## src/shared/admcr_pkg.sv

```systemverilog
package admcr_pkg;
  // register indexes (printed offsets are not multiples of four)
  localparam logic [6:0] IDX_ATT_L = 7'h10;
  localparam logic [6:0] IDX_ATT_R = 7'h11;
  localparam logic [6:0] IDX_FMT = 7'h12;
  localparam logic [6:0] IDX_PHASE = 7'h13;
  localparam logic [6:0] IDX_MODE = 7'h14;
  localparam logic [6:0] IDX_ZERO = 7'h15;
  localparam logic [6:0] IDX_ZFLAG = 7'h16;
  localparam logic [6:0] IDX_DEVNUM = 7'h17;
  // control word shadow register (serial control word entry)
  localparam logic [6:0] IDX_CWORD = 7'h18;
  localparam logic [6:0] IDX_CWSTAT = 7'h19;
  // control word layout
  localparam int CW_DIR_BIT = 15;
  localparam int CW_IDX_HI = 14;
  localparam int CW_IDX_LO = 8;
  // field positions
  localparam int F_LOAD = 7;
  localparam int F_FMT_LO = 4;
  localparam int F_DMF_LO = 2;
  localparam int F_DME = 1;
  localparam int F_MUTE = 0;
  localparam int F_REV = 7;
  localparam int F_ATS_LO = 5;
  localparam int F_DSD = 5;
  // reset values
  localparam logic [7:0] RST_ATT = 8'hFF;
  localparam logic [7:0] RST_FMT = 8'h50;
  localparam logic [7:0] RST_PHASE = 8'h00;
  localparam logic [7:0] RST_MODE = 8'h00;
  localparam logic [7:0] RST_ZERO = 8'h01;
  // writable masks, reserved bits read zero
  localparam logic [7:0] MSK_PHASE = 8'hF7;
  localparam logic [7:0] MSK_MODE = 8'h3F;
  localparam logic [7:0] MSK_ZERO = 8'h07;
  localparam logic [7:0] ATT_MUTE_MAX = 8'h0E;
  localparam logic [7:0] ATT_FULL = 8'hFF;
  localparam logic [31:0] RD_ZERO = 32'h0000_0000;
  // audio format codes
  typedef enum logic [2:0] {
    ADMCR_RJ16 = 3'b000,
    ADMCR_RJ20 = 3'b001,
    ADMCR_RJ24 = 3'b010,
    ADMCR_LJ24 = 3'b011,
    ADMCR_I2S16 = 3'b100,
    ADMCR_I2S24 = 3'b101,
    ADMCR_FMT_R6 = 3'b110,
    ADMCR_FMT_R7 = 3'b111
  } admcr_fmt_t;
  // apb request bundle
  typedef struct packed {
    logic psel;
    logic penable;
    logic pwrite;
    logic [7:0] paddr;
    logic [31:0] pwdata;
  } admcr_apb_req_t;
  // decoded mode outputs
  typedef struct packed {
    logic [2:0] audio_format_select;
    logic [1:0] deemphasis_rate_select;
    logic deemphasis_enable;
    logic [1:0] fir_perf_select;
    logic output_polarity_invert;
    logic soft_mute;
    logic one_bit_stream_mode;
  } admcr_mode_t;
endpackage

```

## src/core/admcr_regs.sv

```systemverilog
// Summary of operation
// - top word bit one reads, zero writes
// - registers 22 and 23 ignore writes
// - bits 14..8 index, 7..0 data
// - left/right codes reset to all ones
// - gain is half dB times code-255
// - codes zero to fourteen mean full mute
// - load bit gates new attenuation codes
// - three-bit format select, reset 101
// - de-emphasis rate field, reset disabled
// - one-bit mode reuses rate for FIR
// - de-emphasis enable for both channels
// - soft mute bit for both channels
// - soft mute ramps 255 steps
// - polarity invert bit for both outputs
// - step every 1,2,4,8 frames
//
// Our own choice: the APB interface to the registers.
`timescale 1ns/1ps
`default_nettype none
module admcr_regs #(
  parameter int ADDR_W = 8,
  parameter logic [4:0] DEVICE_NUMBER = 5'h05 // arbitrary value
) (
  input wire logic pclk,
  input wire logic presetn,
  input wire logic clk_en,
  input wire logic psel,
  input wire logic penable,
  input wire logic pwrite,
  input wire logic [ADDR_W-1:0] paddr,
  input wire logic [31:0] pwdata,
  output logic [31:0] prdata,
  output logic pready,
  output logic pslverr,
  input wire logic frame_clk_pin,
  input wire logic zero_left_pin,
  input wire logic zero_right_pin,
  output logic [7:0] left_applied_level,
  output logic [7:0] right_applied_level,
  output logic left_full_mute,
  output logic right_full_mute,
  output var admcr_pkg::admcr_mode_t mode_out
);
  // elaboration check: the decoder needs eight address bits
  if (ADDR_W < 8)
  begin : gen_addr_check
    $error("admcr_regs: ADDR_W below 8");
  end

  // bus request bundle and register state
  admcr_pkg::admcr_apb_req_t req;
  logic [7:0] att_l_ff, att_r_ff, tgt_l_ff, tgt_r_ff, lvl_l_ff, lvl_r_ff;
  logic [7:0] ctl_ff, phase_ff, mode_ff, zero_ff;
  logic [15:0] cword_ff;
  logic [7:0] cword_rd_ff;
  logic [2:0] frm_sync_ff;
  logic [1:0] zl_sync_ff, zr_sync_ff;
  logic [2:0] frm_cnt_ff;
  logic [7:0] smute_ff;
  logic step;
  logic wr_en;
  logic [6:0] idx;
  logic [31:0] nxt_prdata;
  logic nxt_err;

  // gather the bus pins into one request word
  assign req = '{psel, penable, pwrite, paddr[7:0], pwdata};

  // byte address is four times the register index
  function automatic logic [6:0] word_index(input logic [7:0] a);
    word_index = {1'b0, a[7:2]};
  endfunction

  // true for any mapped index
  function automatic logic mapped(input logic [6:0] i);
    mapped = (i >= admcr_pkg::IDX_ATT_L) && (i <= admcr_pkg::IDX_CWSTAT);
  endfunction

  // write of one register byte, serial word or bus
  function automatic logic hit(input logic [6:0] i, input logic [6:0] want);
    hit = (i == want);
  endfunction

  // index decode and access-cycle write strobe, frozen by clk_en
  assign idx = word_index(req.paddr);
  assign wr_en = req.psel && req.penable && req.pwrite && clk_en;

  // control word: bit15 direction, bits14..8 index, bits7..0 data
  logic cw_wr;
  logic [6:0] cw_idx;
  logic [7:0] cw_data;
  logic any_wr;
  logic [6:0] w_idx;
  logic [7:0] w_data;
  assign cw_wr = wr_en && hit(idx, admcr_pkg::IDX_CWORD)
      && !pwdata[admcr_pkg::CW_DIR_BIT];
  assign cw_idx = pwdata[admcr_pkg::CW_IDX_HI:admcr_pkg::CW_IDX_LO];
  assign cw_data = pwdata[7:0];
  // direct bus writes reach only the writable indexes
  assign any_wr = cw_wr || (wr_en && mapped(idx) && idx <= admcr_pkg::IDX_ZERO);
  assign w_idx = cw_wr ? cw_idx : idx;
  assign w_data = cw_data;

  // input synchronisers for pins
  always_ff @(posedge pclk or negedge presetn)
  begin
    if (!presetn)
    begin
      frm_sync_ff <= 3'h0;
      zl_sync_ff <= 2'h0;
      zr_sync_ff <= 2'h0;
    end
    else if (clk_en)
    begin
      frm_sync_ff <= {frm_sync_ff[1:0], frame_clk_pin};
      zl_sync_ff <= {zl_sync_ff[0], zero_left_pin};
      zr_sync_ff <= {zr_sync_ff[0], zero_right_pin};
    end
  end

  // raw attenuation codes as written
  always_ff @(posedge pclk or negedge presetn)
  begin
    if (!presetn)
    begin
      att_l_ff <= admcr_pkg::RST_ATT;
      att_r_ff <= admcr_pkg::RST_ATT;
    end
    else if (any_wr)
    begin
      if (hit(w_idx, admcr_pkg::IDX_ATT_L))
        att_l_ff <= w_data;
      if (hit(w_idx, admcr_pkg::IDX_ATT_R))
        att_r_ff <= w_data;
    end
  end

  // targets load only while load enable set
  always_ff @(posedge pclk or negedge presetn)
  begin
    if (!presetn)
    begin
      tgt_l_ff <= admcr_pkg::RST_ATT;
      tgt_r_ff <= admcr_pkg::RST_ATT;
    end
    else if (any_wr && ctl_ff[admcr_pkg::F_LOAD])
    begin
      if (hit(w_idx, admcr_pkg::IDX_ATT_L))
        tgt_l_ff <= w_data;
      if (hit(w_idx, admcr_pkg::IDX_ATT_R))
        tgt_r_ff <= w_data;
    end
  end

  // mode registers; 22/23 have no write path
  always_ff @(posedge pclk or negedge presetn)
  begin
    if (!presetn)
    begin
      ctl_ff <= admcr_pkg::RST_FMT;
      phase_ff <= admcr_pkg::RST_PHASE;
      mode_ff <= admcr_pkg::RST_MODE;
      zero_ff <= admcr_pkg::RST_ZERO;
    end
    else if (any_wr)
    begin
      if (hit(w_idx, admcr_pkg::IDX_FMT))
        ctl_ff <= w_data;
      if (hit(w_idx, admcr_pkg::IDX_PHASE))
        phase_ff <= w_data & admcr_pkg::MSK_PHASE;
      if (hit(w_idx, admcr_pkg::IDX_MODE))
        mode_ff <= w_data & admcr_pkg::MSK_MODE;
      if (hit(w_idx, admcr_pkg::IDX_ZERO))
        zero_ff <= w_data & admcr_pkg::MSK_ZERO;
    end
  end

  // control word shadow and its read-back result
  always_ff @(posedge pclk or negedge presetn)
  begin
    if (!presetn)
    begin
      cword_ff <= 16'h0000;
      cword_rd_ff <= 8'h00;
    end
    else if (wr_en && hit(idx, admcr_pkg::IDX_CWORD))
    begin
      cword_ff <= pwdata[15:0];
      if (pwdata[admcr_pkg::CW_DIR_BIT])
        cword_rd_ff <= reg_value(cw_idx);
    end
  end

  // register contents by index
  function automatic logic [7:0] reg_value(input logic [6:0] i);
    unique case (i)
      admcr_pkg::IDX_ATT_L: reg_value = att_l_ff;
      admcr_pkg::IDX_ATT_R: reg_value = att_r_ff;
      admcr_pkg::IDX_FMT: reg_value = ctl_ff;
      admcr_pkg::IDX_PHASE: reg_value = phase_ff;
      admcr_pkg::IDX_MODE: reg_value = mode_ff;
      admcr_pkg::IDX_ZERO: reg_value = zero_ff;
      admcr_pkg::IDX_ZFLAG: reg_value = {6'h00, zr_sync_ff[1], zl_sync_ff[1]};
      admcr_pkg::IDX_DEVNUM: reg_value = {3'h0, DEVICE_NUMBER};
      default: reg_value = 8'h00;
    endcase
  endfunction

  // frame step pacing, divided by 1,2,4,8
  logic frm_edge;
  logic [1:0] attenuation_step_rate;
  // rising frame edge seen after the two sync flops
  assign frm_edge = frm_sync_ff[1] && !frm_sync_ff[2];
  assign attenuation_step_rate = phase_ff[admcr_pkg::F_ATS_LO +: 2];
  assign step = frm_edge && (frm_cnt_ff == 3'h0);
  always_ff @(posedge pclk or negedge presetn)
  begin
    if (!presetn)
      frm_cnt_ff <= 3'h0;
    else if (clk_en && frm_edge)
    begin
      if (frm_cnt_ff == 3'h0)
        frm_cnt_ff <= 3'((4'h1 << attenuation_step_rate) - 4'h1);
      else
        frm_cnt_ff <= frm_cnt_ff - 3'h1;
    end
  end

  // soft mute ramp level, 255 steps from 255 down to zero
  always_ff @(posedge pclk or negedge presetn)
  begin
    if (!presetn)
      smute_ff <= admcr_pkg::ATT_FULL;
    else if (clk_en && step)
    begin
      if (ctl_ff[admcr_pkg::F_MUTE] && smute_ff != 8'h00)
        smute_ff <= smute_ff - 8'h01;
      else if (!ctl_ff[admcr_pkg::F_MUTE] && smute_ff != admcr_pkg::ATT_FULL)
        smute_ff <= smute_ff + 8'h01;
    end
  end

  // applied levels walk one half-dB step per period
  function automatic logic [7:0] walk(input logic [7:0] cur, input logic [7:0] tgt);
    if (cur < tgt)
      walk = cur + 8'h01;
    else if (cur > tgt)
      walk = cur - 8'h01;
    else
      walk = cur;
  endfunction

  // level registers move only on pacing strobes
  always_ff @(posedge pclk or negedge presetn)
  begin
    if (!presetn)
    begin
      lvl_l_ff <= admcr_pkg::RST_ATT;
      lvl_r_ff <= admcr_pkg::RST_ATT;
    end
    else if (clk_en && step)
    begin
      lvl_l_ff <= walk(lvl_l_ff, tgt_l_ff);
      lvl_r_ff <= walk(lvl_r_ff, tgt_r_ff);
    end
  end

  // outputs: applied level is min of level and mute ramp
  logic [7:0] eff_l, eff_r;
  assign eff_l = (smute_ff < lvl_l_ff) ? smute_ff : lvl_l_ff;
  assign eff_r = (smute_ff < lvl_r_ff) ? smute_ff : lvl_r_ff;
  always_ff @(posedge pclk or negedge presetn)
  begin
    if (!presetn)
    begin
      left_applied_level <= admcr_pkg::RST_ATT;
      right_applied_level <= admcr_pkg::RST_ATT;
      left_full_mute <= 1'b0;
      right_full_mute <= 1'b0;
    end
    else if (clk_en)
    begin
      left_applied_level <= eff_l;
      right_applied_level <= eff_r;
      left_full_mute <= (eff_l <= admcr_pkg::ATT_MUTE_MAX);
      right_full_mute <= (eff_r <= admcr_pkg::ATT_MUTE_MAX);
    end
  end

  // decoded mode word
  always_ff @(posedge pclk or negedge presetn)
  begin
    if (!presetn)
      mode_out <= '0;
    else if (clk_en)
    begin
      mode_out.audio_format_select <= ctl_ff[admcr_pkg::F_FMT_LO +: 3];
      mode_out.one_bit_stream_mode <= mode_ff[admcr_pkg::F_DSD];
      mode_out.deemphasis_rate_select <= mode_ff[admcr_pkg::F_DSD] ? 2'b00
          : ctl_ff[admcr_pkg::F_DMF_LO +: 2];
      mode_out.fir_perf_select <= mode_ff[admcr_pkg::F_DSD]
          ? ctl_ff[admcr_pkg::F_DMF_LO +: 2] : 2'b00;
      mode_out.deemphasis_enable <= ctl_ff[admcr_pkg::F_DME];
      mode_out.soft_mute <= ctl_ff[admcr_pkg::F_MUTE];
      mode_out.output_polarity_invert <= phase_ff[admcr_pkg::F_REV];
    end
  end

  // apb read data and error, answered in access cycle
  always_comb
  begin
    nxt_prdata = admcr_pkg::RD_ZERO;
    nxt_err = 1'b0;
    if (hit(idx, admcr_pkg::IDX_CWORD))
      nxt_prdata = {16'h0000, cword_ff};
    else if (hit(idx, admcr_pkg::IDX_CWSTAT))
      nxt_prdata = {24'h000000, cword_rd_ff};
    else if (mapped(idx))
      nxt_prdata = {24'h000000, reg_value(idx)};
    else
      nxt_err = 1'b1;
  end

  // registered answer: setup cycle loads, ready in the access cycle
  always_ff @(posedge pclk or negedge presetn)
  begin
    if (!presetn)
    begin
      prdata <= admcr_pkg::RD_ZERO;
      pready <= 1'b0;
      pslverr <= 1'b0;
    end
    else if (clk_en)
    begin
      pready <= req.psel && !req.penable;
      pslverr <= req.psel && !req.penable && nxt_err;
      if (req.psel && !req.penable && !req.pwrite)
        prdata <= nxt_prdata;
    end
  end
endmodule
`default_nettype wire

```

## config.mk

```make
export PLATFORM = sky130hd
export DESIGN_NAME = admcr_regs
export DESIGN_NICKNAME = d
export VERILOG_FILES = /design/src/shared/admcr_pkg.sv /design/src/core/admcr_regs.sv
export SDC_FILE = /design/constraint.sdc
export NUM_CORES = 1
export LEC_CHECK = 0
export BUFFER_PORTS_ARGS = -buffer_cell sky130_fd_sc_hd__buf_2
export CAP_MARGIN = 25
export CELL_PAD_IN_SITES_DETAIL_PLACEMENT = 1
export CELL_PAD_IN_SITES_GLOBAL_PLACEMENT = 1
export CORE_ASPECT_RATIO = 0.8
export CORE_MARGIN = 2
export CORE_UTILIZATION = 25
export DETAILED_ROUTE_END_ITERATION = 10
export PLACE_DENSITY_LB_ADDON = 0.1
export SLEW_MARGIN = 20
export SYNTH_ARGS = -nofsm -noshare
export SYNTH_HDL_FRONTEND = slang
export SYNTH_SLANG_ARGS = --single-unit
```

## constraint.sdc

```tcl
create_clock -name pclk -period 4.3 [get_ports pclk]
set_input_delay 0.645 -clock pclk [delete_from_list [all_inputs] [get_ports pclk]]
set_output_delay 0.645 -clock pclk [all_outputs]
set_load 0.03 [all_outputs]
```

; ---- Word level (Yosys, flattened, before mapping)
; Cells that the tools add are included.
[classes]
addsub = 8
magnitude_cmp = 11
n_eq_ne = 25
n_shift = 1
mux = 20
reduce_logical = 42
[op_table]
columns = op, n
row1 = one-hot mux 8 bit (8 select lines), 2
row2 = "== test 7 x 5 -> 1 bit, second input constant", 14
row3 = 2-to-1 mux 8 bit, 9
row4 = 2-to-1 mux 32 bit, 2
row5 = "== test 6 x 5 -> 1 bit, second input constant", 10
row6 = less-than comparator 8 bit, 4
row7 = AND reduction 2 bit, 13
row8 = "adder 8 x 1 -> 8 bit, second input constant", 3
row9 = "subtractor 8 x 1 -> 8 bit, second input constant", 3
row10 = logical AND 1 bit, 18
row11 = > comparator 8 bit, 2
row12 = "less-or-equal comparator 8 x 4 -> 1 bit, second input constant", 2
row13 = "less-or-equal comparator 6 x 5 -> 1 bit, second input constant", 2
row14 = "!= test 8 bit, second input constant", 1
row15 = nonzero test 8 bit, 1
row16 = 2-to-1 mux 7 bit, 1
row17 = ">= comparator 6 x 5 -> 1 bit, second input constant", 1
row18 = nonzero test 2 bit, 3
row19 = "subtractor 3 x 1 -> 3 bit, second input constant", 2
row20 = zero test 1 bit, 5
row21 = 2-to-1 mux 2 bit, 2
row22 = zero test 3 bit, 1
row23 = 2-to-1 mux 1 bit, 3
row24 = 2-to-1 mux 3 bit, 1
row25 = 2 further kinds, 2
[totals]
reg_bits = 177
input_bits = 49
out_inout_bits = 63
word_cells = 138

; ---- Longest topological paths before layout
; Gate-level depths: netlist of the first run.
[logic_depth]
word_depth = 8
mapped_depth = 16
ltp_nobuf = 16

; ---- Worst setup path after synthesis of the first run
; Ideal clock, no wire load.
[synth_path]
path_type = reg-to-reg
startpoint = register lvl_l_ff[0]
endpoint = register lvl_l_ff[7]
setup_ns = 0.077
t_arrival_ns = 3.232
required_time_ns = 4.223
setup_slack_ns = 0.992
path_stages_with_launch = 16
n_path_buf = 0
synth_period_minus_slack_ns = 3.308
cell_sequence = dfstp_2 inv_1 ha_1 inv_1 a21oi_1 o21ai_0 a21oi_1 o21ai_0 ha_1 a21oi_1 nor2b_1 a311oi_1 a21oi_1 o2111a_1 a31oi_1 xnor2_1
[synth_between]
elab_chain_len = 3
elab_cells_between_ends = 8
[synth_lines]
columns = item, line
row1 = from (decl), admcr_regs.sv:53  ; logic [7:0] att_l_ff, att_r_ff, tgt_l_ff, tgt_r_ff, lvl_l_ff, lvl_r_ff;
row2 = from (signal assigned), admcr_regs.sv:259  ; lvl_l_ff <= admcr_pkg::RST_ATT;
row3 = from (signal assigned), admcr_regs.sv:264  ; lvl_l_ff <= walk(lvl_l_ff, tgt_l_ff);
row4 = "subtractor 8 x 1 -> 8 bit, or another cell as far along", admcr_regs.sv:249  ; walk = cur - 8'h01;
row5 = 2-to-1 mux 8 bit / nonzero test 2 bit (equally long branches), n/a
row6 = 2-to-1 mux 8 bit / AND reduction 2 bit (equally long branches), n/a
; Several ways; a longest one is shown, not always the timed one. The select of a mux whose other input is x is not followed.
; A chain may end at the register's enable or synchronous reset.

; ---- Worst setup path after layout of the first run
; Same ends and word-level chain as after synthesis.

==> results.sh, run 1 <==
export IMPL_outcome="finished, final reports clean"
export IMPL_postRouteAntennaNets=0
export IMPL_mappedNetlistArea_um2=9160
export IMPL_layout_drive_gt1_share_pct=33.3
export IMPL_vias_per_cell=4.65
export IMPL_grt_pass1_wl_um=43600
export IMPL_synth_cell_type_count=65
export IMPL_portBuffers=77
export IMPL_dp_hpwl_um=19900
export IMPL_crit_fanout=8
export IMPL_critPathBufInv=2
export IMPL_coreArea_um2=36000
export IMPL_r2r_start="lvl_l_ff[0]"
export IMPL_boundaryPins=112
export IMPL_fin_tns_setup_ps=0
export IMPL_vdd_drop_max_v=0.000220
export IMPL_clk_latency_ps=440
export IMPL_final_cells=1414
export IMPL_gp_congestion=0.709
export IMPL_setup_viol=0
export IMPL_vias=6576
export IMPL_finalHoldViolCount=0
export IMPL_cts_repair_resized=0
export IMPL_holdCritPathClass="in2async"
export IMPL_totalWireLength_um=27400
export IMPL_timing_hold_ws_ps=270
export IMPL_crit_path_frequent_cell="a21oi_1"
export IMPL_synth_edff_count=0
export IMPL_clockBufferDepth=2
export IMPL_layout_setup_ws_ps=630
export IMPL_slowest_stage="dfstp_2"
export IMPL_maxSlewHeadroom_pct=35.4
export IMPL_avgRoutedWirePerCell_um=19.4
export IMPL_drv_cap=0
export IMPL_ys_seq_area_share_pct=45.0
export IMPL_static_leakage_power_nw=4.72
export IMPL_post_cts_buffers=0
export IMPL_tightest_slew_ps=969
export IMPL_fillers=4065
export IMPL_avgSynthCellArea_um2=10.7
export IMPL_clockRootBuffer="clkbuf_16"
export IMPL_slew_viol_final=0
export IMPL_start_util_pct=25.4
export IMPL_rsz0062_at_grt="no"
export IMPL_fin_crit_sh_pct=85.3
export IMPL_min_period_ps=3670
export IMPL_grt_max_degree=87
export IMPL_fp_dieW_um=218
export IMPL_max_freq_mhz=272
export IMPL_cp_start_kind="register"
export IMPL_dpl_worst_slack_ps=345
export IMPL_htreeDepth=4
export IMPL_worstPathRequired_ps=4660
export IMPL_critPathKind="reg2reg"
export IMPL_gr_total_overflow=0
export IMPL_cts_reportedPaths_clkPinSlew_ps=70
export IMPL_drc=0
export IMPL_path_cells="inv_1 > ha_1 > inv_1 > a21oi_1 > o21ai_0 > a21oi_1 > o21ai_1 > ha_1 > a21oi_1 > nor2b_1 > a311oi_1 > a21oi_1 > o2111a_1 > a31oi_1 > xnor2_1"
export IMPL_cts_sinks=161
export IMPL_antenna_found_initial=0
export IMPL_post_place_cells=1381
export IMPL_ys_ff_latch=161
export IMPL_netlist_instances=852
export IMPL_rows=62
export IMPL_power_density_nw_per_um2=567
export IMPL_dieHeight_um=175
export IMPL_utilization_pct=29.6
export IMPL_async_flop_share_pct=100
export IMPL_layout_area_overhead_vs_synth_pct=16.2
export IMPL_grt_usage_pct=15.1
export IMPL_worst_path_dominant_cell_family="compound AO/OA/AOI/OAI gates"
export IMPL_yosysWarnings=0
export IMPL_cts_buffers=17
export IMPL_die_area_um2=38200
export IMPL_synth_ff_type="dfrtp_1"
export IMPL_cts_hold_buf=0
export IMPL_fin_nets=1020
export IMPL_cpPeakStageDelay_ps=610
export IMPL_grt_pass1_vias=7002
export IMPL_cts_tree="done"
export IMPL_drt_iter0_drc=374
export IMPL_clock_skew_ps=12.2
export IMPL_firstDrtPassIters=4
export IMPL_worst_ep_arrival_time_ps=4030
export IMPL_cp_startpoint="lvl_l_ff[0]"
export IMPL_cp_end_kind="register"
cell usage in the layout (no fill, tap or decap), drive strengths merged, types with 4 or more instances in the layout:
cell type	count
mux2	97
buf	87
dfrtp	86
dfstp	75
nand2	64
nor2	52
inv	49
ha	48
a21oi	45
o21ai	37
mux2i	34
nor3	23
nand3	21
clkbuf	18
a21o	16
conb	16
xnor2	15
a31oi	14
nor2b	13
a211oi	10
mux4	8
nand3b	8
clkinv	8
xor2	7
nor4	7
nor3b	7
o21a	5
a221oi	5
nand4	5
and2	4
a222oi	4
a22oi	4
nand2b	4
bufinv	4
where the power goes:
group          switching [W]  internal [W]
logic                0.00129      0.000929
clock network       0.000664      0.000971
registers           0.000314       0.00187
total                0.00226       0.00377
synth_stat cells, drive strengths merged, types with 10 or more instances:
master  number  area, um^2
o21ai       37         185
a211oi      10        80.1
dfrtp       86        2150
dfstp       75        1970
inv         49         184
buf         28         176
mux2        97        1090
a21o        16         120
nand3       21         118
nor2        52         208
nor3        23         115
nand2       64         240
clkbuf      25        93.8
mux2i       34         340
a21oi       45         225
ha          48         601
xnor2       15         131
nor2b       13        81.3
a31oi       14        87.6
metrics by stage:
stage	cell area [um^2]	total power (W)
after global routing	10600	0.00654
after floorplan	9210	0.00379
final	10600	0.00603
after CTS	10600	0.00615
after detailed placement	10000	0.00445
after global placement	10000	0.00442
path summary, 6_finish.rpt:
kind | slack (ps) | cells after the start | endpoint
setup / recovery | 630 | 15 | lvl_l_ff[7]
hold / removal | 270 | 1 | zl_sync_ff[0]
setup reg to reg | 630 | 15 | lvl_l_ff[7]
hold reg to reg | 460 | 2 | prdata[15]
max in group asynchronous | 3090 | 2 | smute_ff[7]
min in group pclk | 440 | 2 | zr_sync_ff[0]
cell type report:
type	instances	area [um^2]	share of cell area [%]
multi-input combinational	604	4640	43.6
sequential	161	4120	38.7
tap	480	601	5.64
timing repair buffer	87	479	4.50
clock buffer	18	429	4.03
clock inverter	14	190	1.79
inverter	49	184	1.73
antenna	1	2.50	0.0235
sequential cells by signal, summed over array words and instances (netlist names), 2 cells and up:
register and cells:
cword_ff 16, prdata 16, mode_out 11, att_l_ff 8, att_r_ff 8, ctl_ff 8
cword_rd_ff 8, left_applied_level 8, lvl_l_ff 8, lvl_r_ff 8, right_applied_level 8, smute_ff 8
tgt_l_ff 8, tgt_r_ff 8, phase_ff 7, mode_ff 6, frm_cnt_ff 3, frm_sync_ff 3
zero_ff 3, zl_sync_ff 2, zr_sync_ff 2
logic make-up after synthesis:
| group | count (synthesis) | synth area share [%] |
|---|---|---|
| other | 1 | 0.0410 |
| AOI/OAI and AO/OA | 155 | 10.7 |
| adders and majority gates | 51 | 7.22 |
| DFF | 161 | 45.0 |
| muxes | 139 | 17.6 |
| buffers and inverters | 102 | 4.96 |
| xor gates and xnor gates | 22 | 2.10 |
| and+or+nand+nor | 221 | 12.3 |
worst reg2reg max path, delay by kind of cell, from the launching register on:
kind / cells / cell delay (ps)
compound gates: 9 / 2030
xor+xnor: 1 / 140
fa+ha+maj: 2 / 590
buf+inv: 2 / 160
flops: 1 / 610
simple gates: 1 / 60
metal layers:
layer	part of all wire [%]	vias to the layer above	routed length (um)	global-route usage (%)
met1	56	3299	15200	23.8
met5	0	-	0	0
li1	-	3162	-	-
met3	3.3	16	896	2.70
met4	0.84	0	231	3.06
met2	40	99	11100	21.1
Power figures use the tool's default switching activity.
==> run 2: changes to the inputs <==
Clock period 4.3 ns to 4.7 ns, I/O delays scaled along.
==> run 2 against run 1 <==
Against the previous run:
- cell count shrank 0.21%
- clock power shrank 16%
- critical endpoint unchanged
- clock skew shrank 1.5 ps
- combinational power shrank 9.0%
- fmax shrank 0.70%
- core utilization shrank 0.21 points
==> results.sh, run 2 (synthesis gave the netlist of run 1 again) <==
export IMPL_outcome="finished, final reports clean"
export IMPL_cts_buffers=17
export IMPL_drt_iter0_drc=337
export IMPL_slowest_stage="dfstp_2"
export IMPL_boundaryPins=112
export IMPL_clk_latency_ps=430
export IMPL_drv_cap=0
export IMPL_layout_area_overhead_vs_synth_pct=15.4
export IMPL_cts_repair_resized=0
export IMPL_utilization_pct=29.4
export IMPL_dieHeight_um=175
export IMPL_maxSlewHeadroom_pct=32.4
export IMPL_final_cell_mix="mux2_2 (97), dfrtp_1 (86), buf_2 (76), dfstp_2 (75), nand2_1 (64)"
export IMPL_drc=0
export IMPL_die_area_um2=38200
export IMPL_avgRoutedWirePerCell_um=19.8
export IMPL_rows=62
export IMPL_dp_hpwl_um=19800
export IMPL_fin_crit_sh_pct=78.6
export IMPL_vias=6581
export IMPL_max_freq_mhz=271
export IMPL_p_switching_w=0.00211
export IMPL_critPathKind="reg2reg"
export IMPL_portBuffers=77
export IMPL_slew_viol_final=0
export IMPL_clock_skew_ps=10.7
export IMPL_totalWireLength_um=27900
export IMPL_cts_reportedPaths_clkPinSlew_ps=70
export IMPL_min_period_ps=3700
export IMPL_crit_fanout=8
export IMPL_worstPathRequired_ps=5050
export IMPL_post_place_cells=1379
export IMPL_cp_start_kind="register"
export IMPL_gr_total_overflow=0
export IMPL_post_cts_buffers=0
export IMPL_tightest_slew_ps=1010
export IMPL_holdCritPathClass="in2async"
export IMPL_num_antenna_cells=0
export IMPL_finalHoldViolCount=0
export IMPL_crit_path_frequent_cell="a21oi_1"
export IMPL_clockRootBuffer="clkbuf_16"
export IMPL_power_density_nw_per_um2=513
export IMPL_gp_congestion=0.730
export IMPL_vdd_drop_max_v=0.000177
export IMPL_fin_tns_setup_ps=0
export IMPL_cpPeakStageDelay_ps=610
export IMPL_worst_ep_arrival_time_ps=4050
export IMPL_p_comb_share_pct=37.3
export IMPL_path_cells="inv_1 > ha_1 > inv_1 > a21oi_1 > o21ai_0 > a21oi_1 > o21ai_1 > ha_1 > a21oi_1 > nor2b_1 > a311oi_1 > a21oi_1 > o2111a_1 > a31oi_1 > xnor2_1"
export IMPL_final_cells=1411
export IMPL_fp_dieW_um=218
export IMPL_cts_tree="done"
export IMPL_antenna_found_initial=0
export IMPL_grt_max_degree=111
export IMPL_layout_drive_gt1_share_pct=33.1
export IMPL_layout_commonest_cell="mux2_2"
export IMPL_start_util_pct=25.4
export IMPL_postRouteAntennaNets=0
export IMPL_setup_viol=0
export IMPL_clockBufferDepth=2
export IMPL_firstDrtPassIters=5
export IMPL_static_leakage_power_nw=4.68
export IMPL_reg_top3="cword_ff (16), prdata (16), mode_out (11)"
export IMPL_clockPowerShare_pct=25.5
export IMPL_fin_nets=1018
export IMPL_grt_pass1_vias=6751
export IMPL_swShare_pct=38.9
export IMPL_rsz0062_at_grt="no"
export IMPL_cts_sinks=161
export IMPL_internal_power_w=0.00331
export IMPL_grt_pass1_wl_um=43300
export IMPL_grt_usage_pct=15.0
export IMPL_cts_hold_buf=0
export IMPL_cp_end_kind="register"
export IMPL_vias_per_cell=4.66
export IMPL_p_seq_share_pct=37.2
export IMPL_coreArea_um2=36000
export IMPL_htreeDepth=4
[run 2: changes by cell type in the layout (fill, tap and decap cells not counted), sizes merged]
cell	change
bufinv	-3
inv	+3
buf	-2
clkinv	-2
clkbuf	+1
clkinvlp	+1
diode	-1
[run 2: final timing paths]
path | slack, ps | cells after the start | end | start
setup / recovery | 1000 | 15 | lvl_l_ff[7] | lvl_l_ff[0]
hold / removal | 230 | 1 | zl_sync_ff[0] | presetn
setup reg to reg | 1000 | 15 | lvl_l_ff[7] | lvl_l_ff[0]
hold reg to reg | 460 | 2 | prdata[13] | prdata[13]
max in group asynchronous | 3440 | 2 | frm_sync_ff[2] | presetn
min in group pclk | 460 | 2 | prdata[13] | prdata[13]
[run 2: layer usage]
layer	share of wire [%]	routed length, um	GRT usage (%)
met5	0	0	0
met4	0.81	225	3.06
met3	3.1	871	2.44
met2	39	10800	19.8
met1	57	16000	24.6
[run 2: final cells by class]
| class | instances | area (um^2) |
|---|---|---|
| multi-input combinational | 604 | 4640 |
| fill | 4038 | 25400 |
| timing repair buffer | 85 | 464 |
| sequential | 161 | 4120 |
| clock buffer | 19 | 453 |
| clock inverter | 13 | 110 |
| inverter | 49 | 184 |
| tap | 480 | 601 |
[run 2: through the flow]
| stage | instance area, um^2 | total power [W] | setup slack (ps) | hold WS, ps |
|---|---|---|---|---|
| after global routing | 10600 | 0.00585 | 638 | 258 |
| after detailed placement | 10000 | 0.00407 | 672 | 460 |
| after global placement | 10000 | 0.00405 | 736 | 451 |
| final | 10600 | 0.00542 | 1000 | 233 |
| after CTS | 10600 | 0.00551 | 624 | 234 |
| after floorplan | 9210 | 0.00346 | 1390 | 409 |
[run 2: power groups by stage]
| stage | logic, W | clock network (W) | registers, W |
|---|---|---|---|
| 2_1_floorplan | 0.00140 | 0 | 0.00207 |
| 3_3_place_gp | 0.00200 | 0 | 0.00205 |
| 3_5_place_dp | 0.00202 | 0 | 0.00205 |
| 4_1_cts | 0.00204 | 0.00144 | 0.00203 |
| 5_1_grt | 0.00229 | 0.00149 | 0.00207 |
| 6_report | 0.00202 | 0.00138 | 0.00202 |
[run 2: critical path: cells and delay by family, from the launching register on]
kind	cells	cell delay (ps)
buffers and inverters	2	160
DFF	1	610
AOI/OAI and AO/OA	9	2050
adders and majority gates	2	590
and+or+nand+nor	1	60
xor gates and xnor gates	1	140
